## src/common/fh_defines.vh

```
// constants for the fault history and acknowledge block
`ifndef FH_DEFINES_VH
`define FH_DEFINES_VH

`define FH_CLK_HZ          100000000
`define FH_HOLD_MS         2000
`define FH_HOLD_CYC        ((`FH_CLK_HZ / 1000) * `FH_HOLD_MS)
`define FH_DEBOUNCE_US     10000
`define FH_DEBOUNCE_CYC    ((`FH_CLK_HZ / 1000000) * `FH_DEBOUNCE_US)
`define FH_CODE_W          8
`define FH_CODE_NONE       8'h00
`define FH_CODE_DEFAULTS   8'hfe
`define FH_DEPTH           4
`define FH_PARAM_HISTORY   7'h0d
`define FH_PARAM_RESET     7'h00

`endif

```

## src/logic/fh_fault_history.v

```verilog
// fault flag, relay, four-deep fault log and keypad browsing
`include "fh_defines.vh"

// How it works
// - fault raises error display, opens relay
// - keep four latest codes, newest first
// - power-off or stop key clears fault
// - fresh enable rising edge clears fault
// - log opens newest, up steps older
// - flashing dots count entry age
// - defaults restore leaves log intact
// - defaults restore logged with own code
// - short ok back, long ok stop
// - long ok from stop enters selection
// - relay closed while enable present and no fault
module fh_fault_history #(
    parameter HOLD_CYC     = `FH_HOLD_CYC,
    parameter DEBOUNCE_CYC = `FH_DEBOUNCE_CYC,
    parameter CODE_W       = `FH_CODE_W
) (
    // clock and reset
    input  wire              clock,
    input  wire              rst,
    // fault sources
    input  wire              faultPulse,
    input  wire [CODE_W-1:0] faultCode,
    input  wire              defaultsRestorePulse,
    // digital control pins
    input  wire              forward_enable_input,
    input  wire              reverse_enable_input,
    // keypad pins
    input  wire              keyStop,
    input  wire              keyOk,
    input  wire              keyUp,
    input  wire              keyDown,
    // outputs
    output reg               faultActive_q,
    output reg               relayClosed_q,
    output reg  [CODE_W-1:0] shownCode_q,
    output reg  [2:0]        flashDots_q,
    output reg  [1:0]        viewMode_q,
    output reg  [6:0]        paramIndex_q,
    output reg               lastDigitFlash_q
);
    // view state codes and log depth
    localparam ST_STOP   = 2'b00;
    localparam ST_SELECT = 2'b01;
    localparam ST_LOG    = 2'b10;
    localparam DEPTH     = `FH_DEPTH;

    // raw pins in one vector: 0 stop, 1 ok, 2 up, 3 down, 4 fwd, 5 rev
    wire [5:0] pinRaw = {reverse_enable_input, forward_enable_input,
                         keyDown, keyUp, keyOk, keyStop};

    // three-stage synchronisers, only stage two reads stage one
    reg  [5:0] sync1_q;
    reg  [5:0] sync2_q;
    reg  [5:0] sync3_q;
    reg  [5:0] pinLvl_q;
    wire [5:0] pinLvl_d;
    always @(posedge clock or posedge rst) begin
        if (rst) begin
            sync1_q <= 6'h00;
            sync2_q <= 6'h00;
            sync3_q <= 6'h00;
        end else begin
            sync1_q <= pinRaw;
            sync2_q <= sync1_q;
            sync3_q <= sync2_q;
        end
    end

    // a level change counts once stages two and three agree
    assign pinLvl_d = (sync2_q & sync3_q) | (pinLvl_q & (sync2_q | sync3_q));
    always @(posedge clock or posedge rst) begin
        if (rst)
            pinLvl_q <= 6'h00;
        else
            pinLvl_q <= pinLvl_d;
    end

    // debounced key levels and their one-cycle edges
    wire [3:0] keyStable;
    reg  [3:0] keyPrev_q;
    wire [3:0] keyRise = keyStable & ~keyPrev_q;
    wire [3:0] keyFall = ~keyStable & keyPrev_q;

    // per-key debounce, a level must hold for the debounce time
    genvar k;
    generate
        for (k = 0; k < 4; k = k + 1) begin : gDeb
            reg [31:0] debCnt_q;
            reg        stable_q;
            assign keyStable[k] = stable_q;
            always @(posedge clock or posedge rst) begin
                if (rst) begin
                    debCnt_q <= 32'h0;
                    stable_q <= 1'b0;
                end else if (pinLvl_q[k] == stable_q) begin
                    debCnt_q <= 32'h0; // bounce restarts the wait
                end else if (debCnt_q >= DEBOUNCE_CYC - 1) begin
                    debCnt_q <= 32'h0;
                    stable_q <= pinLvl_q[k];
                end else begin
                    debCnt_q <= debCnt_q + 32'h1;
                end
            end
        end
    endgenerate

    // previous debounced level for edge detection
    always @(posedge clock or posedge rst) begin
        if (rst)
            keyPrev_q <= 4'h0;
        else
            keyPrev_q <= keyStable;
    end

    // ok hold timer, stops once the long action has fired
    reg  [31:0] holdCnt_q;
    reg         longDone_q;
    wire        holdReached = (holdCnt_q >= HOLD_CYC - 1);
    always @(posedge clock or posedge rst) begin
        if (rst) begin
            holdCnt_q  <= 32'h0;
            longDone_q <= 1'b0;
        end else if (!keyStable[1]) begin
            holdCnt_q  <= 32'h0; // released, armed for next press
            longDone_q <= 1'b0;
        end else if (!longDone_q) begin
            if (holdReached)
                longDone_q <= 1'b1;
            holdCnt_q <= holdCnt_q + 32'h1;
        end
    end

    // one action per press: long while held, short on early release
    reg       longPress;
    reg [3:0] shortPress;
    always @* begin
        longPress     = keyStable[1] && !longDone_q && holdReached;
        shortPress    = keyRise & 4'hd; // stop, up, down act on press
        shortPress[1] = keyFall[1] && !longDone_q;
    end

    // enable pins: level for the relay, fresh rising edge for the clear
    reg  [1:0] enPrev_q;
    wire [1:0] enLvl  = pinLvl_q[5:4];
    wire       enRise = |(enLvl & ~enPrev_q);
    wire       enAny  = |enLvl;
    always @(posedge clock or posedge rst) begin
        if (rst)
            enPrev_q <= 2'h0;
        else
            enPrev_q <= enLvl;
    end

    // a logged event is a detected fault or a manual defaults restore
    wire              logEvent = faultPulse | defaultsRestorePulse;
    wire [CODE_W-1:0] logCode  = defaultsRestorePulse ? `FH_CODE_DEFAULTS : faultCode;

    // fault log, entry 0 newest; a defaults restore only adds an entry
    reg [CODE_W-1:0] logMem_q [0:DEPTH-1];
    integer          i;
    always @(posedge clock or posedge rst) begin
        if (rst) begin
            for (i = 0; i < DEPTH; i = i + 1)
                logMem_q[i] <= `FH_CODE_NONE; // power-off empties the log
        end else if (logEvent) begin
            for (i = DEPTH - 1; i > 0; i = i - 1)
                logMem_q[i] <= logMem_q[i-1];
            logMem_q[0] <= logCode;
        end
    end

    // number of entries held, saturates at the log depth
    reg [2:0] logFill_q;
    always @(posedge clock or posedge rst) begin
        if (rst)
            logFill_q <= 3'h0;
        else if (logEvent && logFill_q != 3'h4)
            logFill_q <= logFill_q + 3'h1;
    end

    // active fault: a new event wins over a clear in the same cycle
    reg faultActive_d;
    always @* begin
        faultActive_d = faultActive_q;
        if (logEvent)
            faultActive_d = 1'b1;
        else if (shortPress[0] || enRise)
            faultActive_d = 1'b0;
    end
    always @(posedge clock or posedge rst) begin
        if (rst)
            faultActive_q <= 1'b0;
        else
            faultActive_q <= faultActive_d;
    end

    // run relay closed while an enable is present and no fault stands
    always @(posedge clock or posedge rst) begin
        if (rst)
            relayClosed_q <= 1'b0;
        else
            relayClosed_q <= enAny && !faultActive_d;
    end

    // keypad view next state: stop, parameter selection, log browsing
    reg [1:0] viewMode_d;
    reg [6:0] paramIndex_d;
    reg [1:0] logPos_q;
    reg [1:0] logPos_d;
    reg       lastDigitFlash_d;
    wire      logOlder = ({1'b0, logPos_q} + 3'h1) < logFill_q;
    always @* begin
        viewMode_d       = viewMode_q;
        paramIndex_d     = paramIndex_q;
        logPos_d         = logPos_q;
        lastDigitFlash_d = lastDigitFlash_q;
        case (viewMode_q)
            ST_STOP: begin
                if (longPress) begin
                    viewMode_d       = ST_SELECT;
                    lastDigitFlash_d = 1'b1;
                end
            end
            ST_SELECT: begin
                if (longPress) begin
                    viewMode_d       = ST_STOP;
                    lastDigitFlash_d = 1'b0;
                end else if (shortPress[2]) begin
                    paramIndex_d = paramIndex_q + 7'h1;
                end else if (shortPress[3]) begin
                    paramIndex_d = paramIndex_q - 7'h1;
                end else if (shortPress[1] && paramIndex_q == `FH_PARAM_HISTORY) begin
                    viewMode_d       = ST_LOG;
                    logPos_d         = 2'h0;
                    lastDigitFlash_d = 1'b0;
                end
            end
            ST_LOG: begin
                if (longPress) begin
                    viewMode_d = ST_STOP;
                end else if (shortPress[1]) begin
                    viewMode_d       = ST_SELECT;
                    lastDigitFlash_d = 1'b1;
                end else if (shortPress[2] && logOlder) begin
                    logPos_d = logPos_q + 2'h1;
                end
            end
            default: begin
                viewMode_d       = ST_STOP;
                lastDigitFlash_d = 1'b0;
            end
        endcase
    end

    // view registers
    always @(posedge clock or posedge rst) begin
        if (rst) begin
            viewMode_q       <= ST_STOP;
            paramIndex_q     <= `FH_PARAM_RESET;
            logPos_q         <= 2'h0;
            lastDigitFlash_q <= 1'b0;
        end else begin
            viewMode_q       <= viewMode_d;
            paramIndex_q     <= paramIndex_d;
            logPos_q         <= logPos_d;
            lastDigitFlash_q <= lastDigitFlash_d;
        end
    end

    // age dots: none for the newest, then one, two and three
    function [2:0] ageDots(input [1:0] pos);
        case (pos)
            2'h0:    ageDots = 3'h0;
            2'h1:    ageDots = 3'h1;
            2'h2:    ageDots = 3'h3;
            default: ageDots = 3'h7;
        endcase
    endfunction

    // shown code: log entry in log view, else the newest active fault
    always @(posedge clock or posedge rst) begin
        if (rst)
            shownCode_q <= `FH_CODE_NONE;
        else if (viewMode_q == ST_LOG)
            shownCode_q <= logMem_q[logPos_q];
        else if (faultActive_q)
            shownCode_q <= logMem_q[0];
        else
            shownCode_q <= `FH_CODE_NONE;
    end

    // age dots only in log view
    always @(posedge clock or posedge rst) begin
        if (rst)
            flashDots_q <= 3'h0;
        else if (viewMode_q == ST_LOG)
            flashDots_q <= ageDots(logPos_q);
        else
            flashDots_q <= 3'h0;
    end
endmodule

```

## config.mk

```make
export PLATFORM = sky130hd
export DESIGN_NAME = fh_fault_history
export DESIGN_NICKNAME = d
export VERILOG_FILES = /design/src/logic/fh_fault_history.v
export VERILOG_INCLUDE_DIRS = /design/src /design/src/common
export SDC_FILE = /design/constraint.sdc
export NUM_CORES = 1
export LEC_CHECK = 0
export BUFFER_PORTS_ARGS = -buffer_cell sky130_fd_sc_hd__buf_2
export CELL_PAD_IN_SITES_DETAIL_PLACEMENT = 1
export CELL_PAD_IN_SITES_GLOBAL_PLACEMENT = 2
export CORE_MARGIN = 5
export CORE_UTILIZATION = 42
export DETAILED_ROUTE_END_ITERATION = 12
export GPL_ROUTABILITY_DRIVEN = 0
export HOLD_SLACK_MARGIN = 0.02
export PLACE_DENSITY = 0.77
export SYNTH_ARGS = -nofsm -noshare
export SYNTH_HDL_FRONTEND = slang
export SYNTH_SLANG_ARGS = --single-unit
```

## constraint.sdc

```tcl
create_clock -name clock -period 11.21 [get_ports clock]
set_clock_uncertainty 0.1 [all_clocks]
set_input_delay 1.6815 -clock clock [delete_from_list [all_inputs] [get_ports clock]]
set_output_delay 1.6815 -clock clock [all_outputs]
set_load 0.01 [all_outputs]
```

==> metrics.cfg, run 1 <==
[pwr]
power_density_nw_per_um2=169.1
p_leak_uw=0.005533
ir_drop_mv=0.1150

[outcome]
status=complete, no violations

[place]
place_hpwl_mm=14.45
buffer_ports.inserted=40

[global_routing]
antenna_found_initial=0
grt_overflow_total=0
grt_max_degree=114
number_of_global_route_vias_before_repair=7546
first_pass_grt_wire_length_mm=38.27
grt_use_total_pct=14.90

[synth]
syn_area_per_cell_um2=11.56
synth.yosys.seq_area_share_pct=57.54
async_flop_share_pct=100.0
cells_after_synth=959
post_synth_instance_area_um2=11090
ys_types=59
yosysWarnings=0
number_of_synthesized_flops_with_an_enable_pin=0
ys_ff_latch=255
synth-main-ff-cell=sky130_fd_sc_hd__dfrtp_1

[routing]
dr_total_vias=7108
drt_first_pass_iters=4
drc=0
detail_route.vias_per_cell=5.034
ant_nets=0
detail_route.iter0.violations=321
routedWlPerCell_um=15.69
postRouteWirelength_mm=22.15

[sta]
grt_setup_unrepaired=no
maxClockFrequency_ghz=0.3156
final-max-slew-violation-count=0
timing.final.crit_share_pct=28.27
setup-violations-final=0
slew_headroom_pct=32.84
timing_hold_violations_final=0
finalSetupTns_ns=0
finalCriticalPeriod_ns=3.169
worst_slew_pin_slew_ns=0.9982
timing.hold.ws_ns=0.2493

[final_layout]
area_growth_syn_to_layout_pct=16.06
final_layout_size_suffix_gt1_share_pct=17.08
final_nets=1091
n_antenna_cell=0

[setup_path]
maximum_net_fanout_on_the_critical_path=10
worst_setup_path_start_kind=register
cpMaxStageDelayCell=sky130_fd_sc_hd__dfrtp_1
timing.critical_path.required_ns=9.43
setup.worst_path.class=reg2out
critical_path.cell_chain=buf_2
critical_path_buffer_and_inverter_count=1
data_arrival_at_the_endpoint_of_the_critical_path_ns=1.39
crit_path_max_incr_delay_ns=0.62
cp_top_family=flip-flops
end_kind=output port

[die]
start_util_pct=42.56
die-area_um2=29760
die_w_um=172.5
die_height_um=172.5
io_pins=41
std_cell_rows=59
core_area_um2=26060

[cts]
cts_inserted_buffers=29
tritoncts_clock_tree=done
ctsRootBufferMaster=sky130_fd_sc_hd__clkbuf_16
quantity_of_hold_fixing_buffers_added_after_cts=0
cts.sinks=255
cts_setup_buffers=0
cts.repair.resized=0
insertion_delay_ns=0.55
clk_transition_reported_paths_ns=0.06
cts_buffer_depth=3
cts_htree_levels=1

[job]
max_cap_viols=0

[min_path]
min_path_type=reg2reg

## path summary, 6_finish.rpt
check	start	end	slack, ns	depth (start not counted)
max	faultActive_q	faultActive_q	8.04	1
min	sync1_q[2]	sync2_q[2]	0.25	0
max reg2reg	gDeb[2].stable_q	paramIndex_q[6]	8.44	8
min reg2reg	sync1_q[2]	sync2_q[2]	0.25	0
max in group asynchronous	rst	holdCnt_q[7]	8.40	3
min in group asynchronous	rst	gDeb[2].debCnt_q[21]	1.20	2
## report_power, final
part | switching [uW] | total [uW] | internal [uW]
clock network | 388 | 1080 | 694
registers | 24.8 | 986 | 961
logic | 64.0 | 108 | 43.9
## state kept, by name, indices dropped and copies added, names as in the netlist, 3 cells and up
| register | count |
|---|---|
| gDeb.debCnt_q | 128 |
| holdCnt_q | 32 |
| logMem_q | 32 |
| shownCode_q | 8 |
| paramIndex_q | 7 |
| pinLvl_q | 6 |
| sync1_q | 6 |
| sync2_q | 6 |
| sync3_q | 6 |
| gDeb.stable_q | 4 |
| keyPrev_q | 4 |
| flashDots_q | 3 |
| logFill_q | 3 |
## metal layers
layer  wire length (um)  GRT usage [%]  vias to the layer above
li1                   -              -                     3451
met4                311          3.268                        0
met1              10840          21.01                     3568
met3                786          2.985                       24
met2              10220          24.01                       65
met5                  0              0                        -
## synth_stat cells (all sizes together) (2+ instances only)
cell / n / area, um^2
o211ai: 3 / 27.52
dfrtp: 255 / 6381
o21a: 4 / 30.03
xnor2: 53 / 464.2
xor2: 53 / 464.2
nor3: 18 / 90.09
a21boi: 6 / 45.04
buf: 9 / 93.84
o22ai: 3 / 18.77
nand2: 58 / 217.7
mux2: 33 / 371.6
or2: 3 / 18.77
or4b: 2 / 20.02
and3: 21 / 132.6
inv: 32 / 120.1
or3: 5 / 31.28
and2: 33 / 209.0
mux2i: 3 / 30.03
a2111oi: 4 / 35.03
nor2: 117 / 514.2
clkbuf: 17 / 63.81
or4: 10 / 90.08
mux4: 8 / 180.2
and4: 8 / 70.07
maj3: 6 / 60.06
a21oi: 15 / 86.34
nor4: 24 / 150.1
a21o: 2 / 15.01
a211o: 8 / 70.07
nand3: 57 / 285.3
nand4b: 2 / 17.52
nand2b: 3 / 18.77
o21ai: 16 / 80.08
and3b: 3 / 26.28
nand4: 21 / 131.4
ha: 17 / 212.7
nor3b: 2 / 15.01
nor2b: 12 / 75.07
## per-stage QoR
stage               instance area (um^2)  utilization [%]  total power (uW)  instances  setup slack [ns]
finish                             12870            49.40              2176       1412             8.041
global route                       12870            49.40              2273       1412             7.970
CTS                                12870            49.40              2212       1412             7.995
detailed placement                 11770            45.16              1112       1359             7.678
global placement                   11770            45.16              1106       1359             7.708
floorplan                          11270                -              1075       1006             2.415
## cells in the final DEF (no fill, tap or decap), types with 17 or more instances in the layout
cell type,synthesis,final
sky130_fd_sc_hd__conb_1,1,48
sky130_fd_sc_hd__nor4_1,24,24
sky130_fd_sc_hd__and3_1,20,20
sky130_fd_sc_hd__nand3_1,57,57
sky130_fd_sc_hd__nor2_2,30,31
sky130_fd_sc_hd__buf_2,0,40
sky130_fd_sc_hd__inv_1,32,31
sky130_fd_sc_hd__xor2_1,53,53
sky130_fd_sc_hd__dfrtp_1,255,255
sky130_fd_sc_hd__xnor2_1,53,53
sky130_fd_sc_hd__and2_1,32,32
sky130_fd_sc_hd__ha_1,17,17
sky130_fd_sc_hd__nor3_1,18,18
sky130_fd_sc_hd__nand2_1,58,58
sky130_fd_sc_hd__nor2_1,87,86
sky130_fd_sc_hd__nand4_1,21,21
sky130_fd_sc_hd__clkbuf_16,0,29
sky130_fd_sc_hd__mux2_2,33,33
## cells by family (layout without fill, tap and decap cells)
logic type / after synthesis / count (layout) / share of synthesized area, %
and+or+nand+nor: 401 / 401 / 19.20
DFF: 255 / 255 / 57.54
xor gates and xnor gates: 106 / 106 / 8.371
AOI/OAI and AO/OA: 70 / 70 / 4.468
buffers and inverters: 58 / 129 / 2.505
muxes: 44 / 44 / 5.246
adders and majority gates: 24 / 24 / 2.640
other: 1 / 48 / 0.03381
## final cells by class
cell class                      count  area (um^2)
Fill cell                        2836        13190
Sequential cell                   255         6381
Multi-Input combinational cell    693         4611
Clock buffer                       33        760.7
Tap cell                          335        419.2
Clock inverter                     20        342.8
Timing Repair Buffer               44        230.2
Inverter                           32        127.6
Power figures use the tool's default switching activity.
==> run 2, diff against run 1 <==
Settings changed: CORE_UTILIZATION 42 to 38, PLACE_DENSITY 0.77 to 0.73.
Clock period 11.21 ns to 2.56 ns, I/O delays scaled along.
==> metrics.cfg, run 2 (synthesis gave the netlist of run 1 again) <==
[setup_path]
timing.critical_path.required_ns=2.89
end_kind=register
maximum_net_fanout_on_the_critical_path=7
setup.worst_path.class=reg2reg
worst_setup_path_start_kind=register
regToRegStartpoint=gDeb[2].stable_q
data_arrival_at_the_endpoint_of_the_critical_path_ns=2.74
crit_start=gDeb[2].stable_q

[final_layout]
reg.largest.list=gDeb.debCnt_q (128), holdCnt_q (32), logMem_q (32)
final_nets=1122
mostFrequentLayoutCells=sky130_fd_sc_hd__dfrtp_1 (255), sky130_fd_sc_hd__nor2_1 (86), sky130_fd_sc_hd__nand2_1 (58), sky130_fd_sc_hd__nand3_1 (57)
design_area_um2=13190
area_growth_syn_to_layout_pct=18.95
layout.cells.most_common=sky130_fd_sc_hd__dfrtp_1
final_layout_size_suffix_gt1_share_pct=17.94
largest-register=gDeb.debCnt_q
n_antenna_cell=0
largest_register_ffs=128
fillerInstances=3050

[die]
std_cell_rows=62
die-area_um2=32700
die_height_um=180.8
start_util_pct=38.54
die_w_um=180.8
core_area_um2=28780
io_pins=41

[min_path]
min-delay-start=defaultsRestorePulse
min_path_type=in2reg

[pwr]
clock_power_share_pct=47.8
p_leak_uw=0.005665
intPower_uw=7175
power.net_switching_uw=2050
power.share.sequential_pct=46.8
p_comb_share_pct=5.4
power_density_nw_per_um2=699.2
ir_drop_mv=0.4383
p_sw_share_pct=22.22

[place]
placed_cell_area_um2=12000
place_hpwl_mm=14.41
place_worst_setup_slack_ns=0.02638
buffer_ports.inserted=40

[cts]
cts.sinks=255
clk_transition_reported_paths_ns=0.06
insertion_delay_ns=0.56
tritoncts_clock_tree=done
ctsRootBufferMaster=sky130_fd_sc_hd__clkbuf_16
cts_htree_levels=1
cts_inserted_buffers=29
cts_buffer_depth=3

[routing]
drt_first_pass_iters=4
detail_route.iter0.violations=357
uppermost_layer_routed=met4
detail_route.vias_per_cell=4.808
detailroute.wirelength.met2_mm=10.24
route.met3.wl_um=972
ant_nets=0
drt-met1-wl_mm=10.58
postRouteWirelength_mm=22.20
drc=0
dr_total_vias=7179
routedWlPerCell_um=14.87

[global_routing]
number_of_global_route_vias_before_repair=7622
grt_max_degree=105
grt_use_total_pct=13.81
grt_overflow_total=0
first_pass_grt_wire_length_mm=38.79
antenna_found_initial=0

[sta]
layout_setup_ws_ns=0.1486
finalCriticalPeriod_ns=2.411
timing.final.crit_share_pct=94.20
maxClockFrequency_ghz=0.4147
slew_headroom_pct=60.41
setup-violations-final=0
grt_setup_unrepaired=yes
final-max-slew-violation-count=0
timing.hold.ws_ns=0.08355
timing_hold_violations_final=0
worst_slew_pin_slew_ns=0.5885

[job]
max_cap_viols=0

[outcome]
status=complete, no violations

run 2: through the flow:
stage | utilization, % | power (uW) | TNS (ns) | instances
after detailed placement | 41.68 | 4878 | 0 | 1424
after global routing | 45.84 | 9673 | -0.03657 | 1493
after CTS | 45.81 | 9397 | 0 | 1493
after floorplan | - | 4710 | -326.82 | 1006
final | 45.84 | 9225 | 0 | 1493
after global placement | 41.68 | 4860 | 0 | 1424
run 2: final timing paths:
path                            depth (start not counted)  slack [ns]                   end
max in group asynchronous                               4        1.37  gDeb[3].debCnt_q[17]
worst max-delay path                                    8        0.15       paramIndex_q[6]
worst min register to register                          0        0.25            sync2_q[2]
worst max register to register                          8        0.15       paramIndex_q[6]
worst min-delay path                                    2        0.08          logMem_q[24]
min in group asynchronous                               3        0.19            sync2_q[2]
run 2: layout make-up:
class	count	area (um^2)	share of cell area (%)
clock inverters	11	170.2	1.290
repair buffers	75	550.5	4.173
multi-input cells	693	4618	35.01
inverters	32	123.9	0.9389
well taps	384	480.5	3.642
clock buffers	43	868.3	6.582
flip-flops and latches	255	6381	48.37
run 2: worst max-delay path, stage by stage, from the launching register on:
cell and delay (ns):
sky130_fd_sc_hd__dfrtp_1 0.39, sky130_fd_sc_hd__nor2b_1 0.19, sky130_fd_sc_hd__inv_1 0.15, sky130_fd_sc_hd__fa_1 0.46, sky130_fd_sc_hd__a211oi_2 0.29, sky130_fd_sc_hd__o211ai_1 0.14, sky130_fd_sc_hd__o211a_1 0.15, sky130_fd_sc_hd__a211o_1 0.28
sky130_fd_sc_hd__xnor2_1 0.13
run 2: timing repair:
action,in CTS,in global routing
resized for setup,0,3
hold buffers,15,0
endpoints found under the hold margin,155,0
setup buffers,0,0
endpoints found under the setup margin,0,39
run 2: power by group through the flow:
| stage | Sequential, uW | Combinational (uW) | Clock (uW) |
|---|---|---|---|
| floorplan | 4360 | 348 | 0 |
| global placement | 4380 | 479 | 0 |
| detailed placement | 4390 | 491 | 0 |
| CTS | 4320 | 512 | 4570 |
| global route | 4340 | 580 | 4750 |
| finish | 4320 | 497 | 4410 |
run 2: metal layers:
layer	GRT usage, %	vias to the layer above
li1	-	3505
met1	19.53	3566
met2	22.07	74
met3	2.916	34
met4	2.995	0
met5	0	-
==> run 3, diff against run 2 <==
Settings changed: CORE_UTILIZATION 38 to 40, CTS_BUF_LIST set to sky130_fd_sc_hd__clkbuf_8, PLACE_DENSITY 0.73 to 0.76.
==> metrics.cfg, run 3 (synthesis gave the netlist of run 1 again) <==
[pwr]
p_comb_share_pct=5.9
clock_power_share_pct=43.3
p_leak_uw=0.005676
intPower_uw=6467
power.total_uw=8500
p_sw_share_pct=23.91
power.net_switching_uw=2032
power.share.sequential_pct=50.8
ir_drop_mv=0.3693
power_density_nw_per_um2=650.9

[routing]
drt-met1-wl_mm=10.19
drc=0
detailroute.wirelength.met2_mm=10.14
detail_route.vias_per_cell=4.809
ant_nets=0
dr_total_vias=7286
uppermost_layer_routed=met4
postRouteWirelength_mm=21.65
route.met3.wl_um=912
detail_route.iter0.violations=273
routedWlPerCell_um=14.29
drt_first_pass_iters=4

[place]
place_hpwl_mm=14.25
place.detailed.instances=1419
buffer_ports.inserted=40
placed_cell_area_um2=12000

[final_layout]
postLayoutCoreUtil_pct=47.40
multi_input_logic_area_um2=4618
layout.cells.most_common=sky130_fd_sc_hd__dfrtp_1
area_growth_syn_to_layout_pct=17.75
mostFrequentLayoutCells=sky130_fd_sc_hd__dfrtp_1 (255), sky130_fd_sc_hd__nor2_1 (86), sky130_fd_sc_hd__nand2_1 (58), sky130_fd_sc_hd__clkbuf_8 (58), sky130_fd_sc_hd__nand3_1 (57)
final_layout_size_suffix_gt1_share_pct=19.17
final_cells=1515
reg.largest.list=gDeb.debCnt_q (128), holdCnt_q (32), logMem_q (32)
n_antenna_cell=0
largest-register=gDeb.debCnt_q
design_area_um2=13060
largest_register_ffs=128
final_nets=1140
layout.area.seq_um2=6381
fillerInstances=2992

[cts]
insertion_delay_ns=0.56
ctsRootBufferMaster=sky130_fd_sc_hd__clkbuf_8
cts_buffer_depth=3
cts.sinks=255
cts_htree_levels=2
cts_setup_buffers=0
clk_transition_reported_paths_ns=0.06
cts_inserted_buffers=46
tritoncts_clock_tree=done

[setup_path]
worst_setup_path_start_kind=register
cpMaxStageDelayCell=sky130_fd_sc_hd__fa_1
crit_path_max_incr_delay_ns=0.47
timing.critical_path.required_ns=2.90
critical_path.cell_chain=nor2b_1 -> inv_1 -> fa_1 -> a211oi_2 -> o211ai_1 -> o211a_1 -> a211o_1 -> xnor2_1
maximum_net_fanout_on_the_critical_path=7
data_arrival_at_the_endpoint_of_the_critical_path_ns=2.71
end_kind=register
setup.worst_path.class=reg2reg

[die]
die_height_um=176.5
core_area_um2=27550
die-area_um2=31160
std_cell_rows=61
io_pins=41
die_w_um=176.5
start_util_pct=40.25

[global_routing]
number_of_global_route_vias_before_repair=7809
grt_overflow_total=0
first_pass_grt_wire_length_mm=38.19
grt_max_degree=91
antenna_found_initial=0
grt_use_total_pct=14.61

[sta]
slew_headroom_pct=55.84
maxClockFrequency_ghz=0.4219
timing.hold.ws_ns=0.07708
timing_hold_violations_final=0
final-max-slew-violation-count=0
setup-violations-final=0
timing.final.crit_share_pct=92.58
grt_setup_unrepaired=no
finalCriticalPeriod_ns=2.370
worst_slew_pin_slew_ns=0.6563

[outcome]
status=complete, no violations

[min_path]
min_path_type=in2reg

[job]
max_cap_viols=0

[run 3: changes by cell type in the layout (fill, tap and decap cells not counted), sizes merged]
cell      delta
clkinv       +1
buf          +1
clkbuf      +15
inv         +14
bufinv       -4
clkinvlp     +1
[run 3: layer usage]
| layer | up-vias | GRT usage [%] |
|---|---|---|
| li1 | 3553 | - |
| met3 | 43 | 3.405 |
| met5 | - | 0 |
| met2 | 86 | 23.85 |
| met1 | 3604 | 19.65 |
| met4 | 0 | 4.126 |
[run 3: area by class of cell]
cell class	instances	area share (%)
inverter	32	0.9485
clock inverter	23	0.8144
multi-input combinational	693	35.36
sequential	255	48.86
timing repair buffer	76	4.273
clock buffer	58	6.113
tap	378	3.622
[run 3: path summary, 6_finish.rpt]
kind	to	slack [ns]	startpoint	cells past startpoint
min in group asynchronous	gDeb[2].debCnt_q[14]	0.32	rst	3
min	logMem_q[24]	0.08	defaultsRestorePulse	2
max reg2reg	paramIndex_q[6]	0.19	gDeb[2].stable_q	8
max in group asynchronous	holdCnt_q[22]	1.19	rst	4
min reg2reg	sync2_q[0]	0.25	sync1_q[0]	0
max	paramIndex_q[6]	0.19	gDeb[2].stable_q	8
[run 3: worst max-delay path: cells and delay by family, from the launching register on]
kind | cells | cell delay [ns]
buffers and inverters | 1 | 0.16
DFF | 1 | 0.39
and+or+nand+nor | 1 | 0.19
xor gates and xnor gates | 1 | 0.12
adders and majority gates | 1 | 0.47
AOI/OAI and AO/OA | 4 | 0.83
[run 3: power by group through the flow]
| stage | Sequential, uW | Clock (uW) | Combinational, uW |
|---|---|---|---|
| floorplan | 4360 | 0 | 348 |
| global placement | 4380 | 0 | 477 |
| detailed placement | 4390 | 0 | 499 |
| CTS | 4320 | 3850 | 519 |
| global route | 4340 | 4050 | 578 |
| finish | 4320 | 3680 | 500 |
[run 3: metrics by stage]
stage | setup TNS (ns) | setup slack (ns)
floorplan | -326.82 | -1.282
global placement | 0 | 0.1393
detailed placement | 0 | 0.08348
CTS | 0 | 0.04928
global route | 0 | 0.003303
finish | 0 | 0.1900
[run 3: timing repair]
item | in CTS | in global routing
hold endpoints to repair | 31 | 0
endpoints found under the setup margin | 0 | 31
gates resized for setup | 0 | 3
hold buffers | 15 | 0
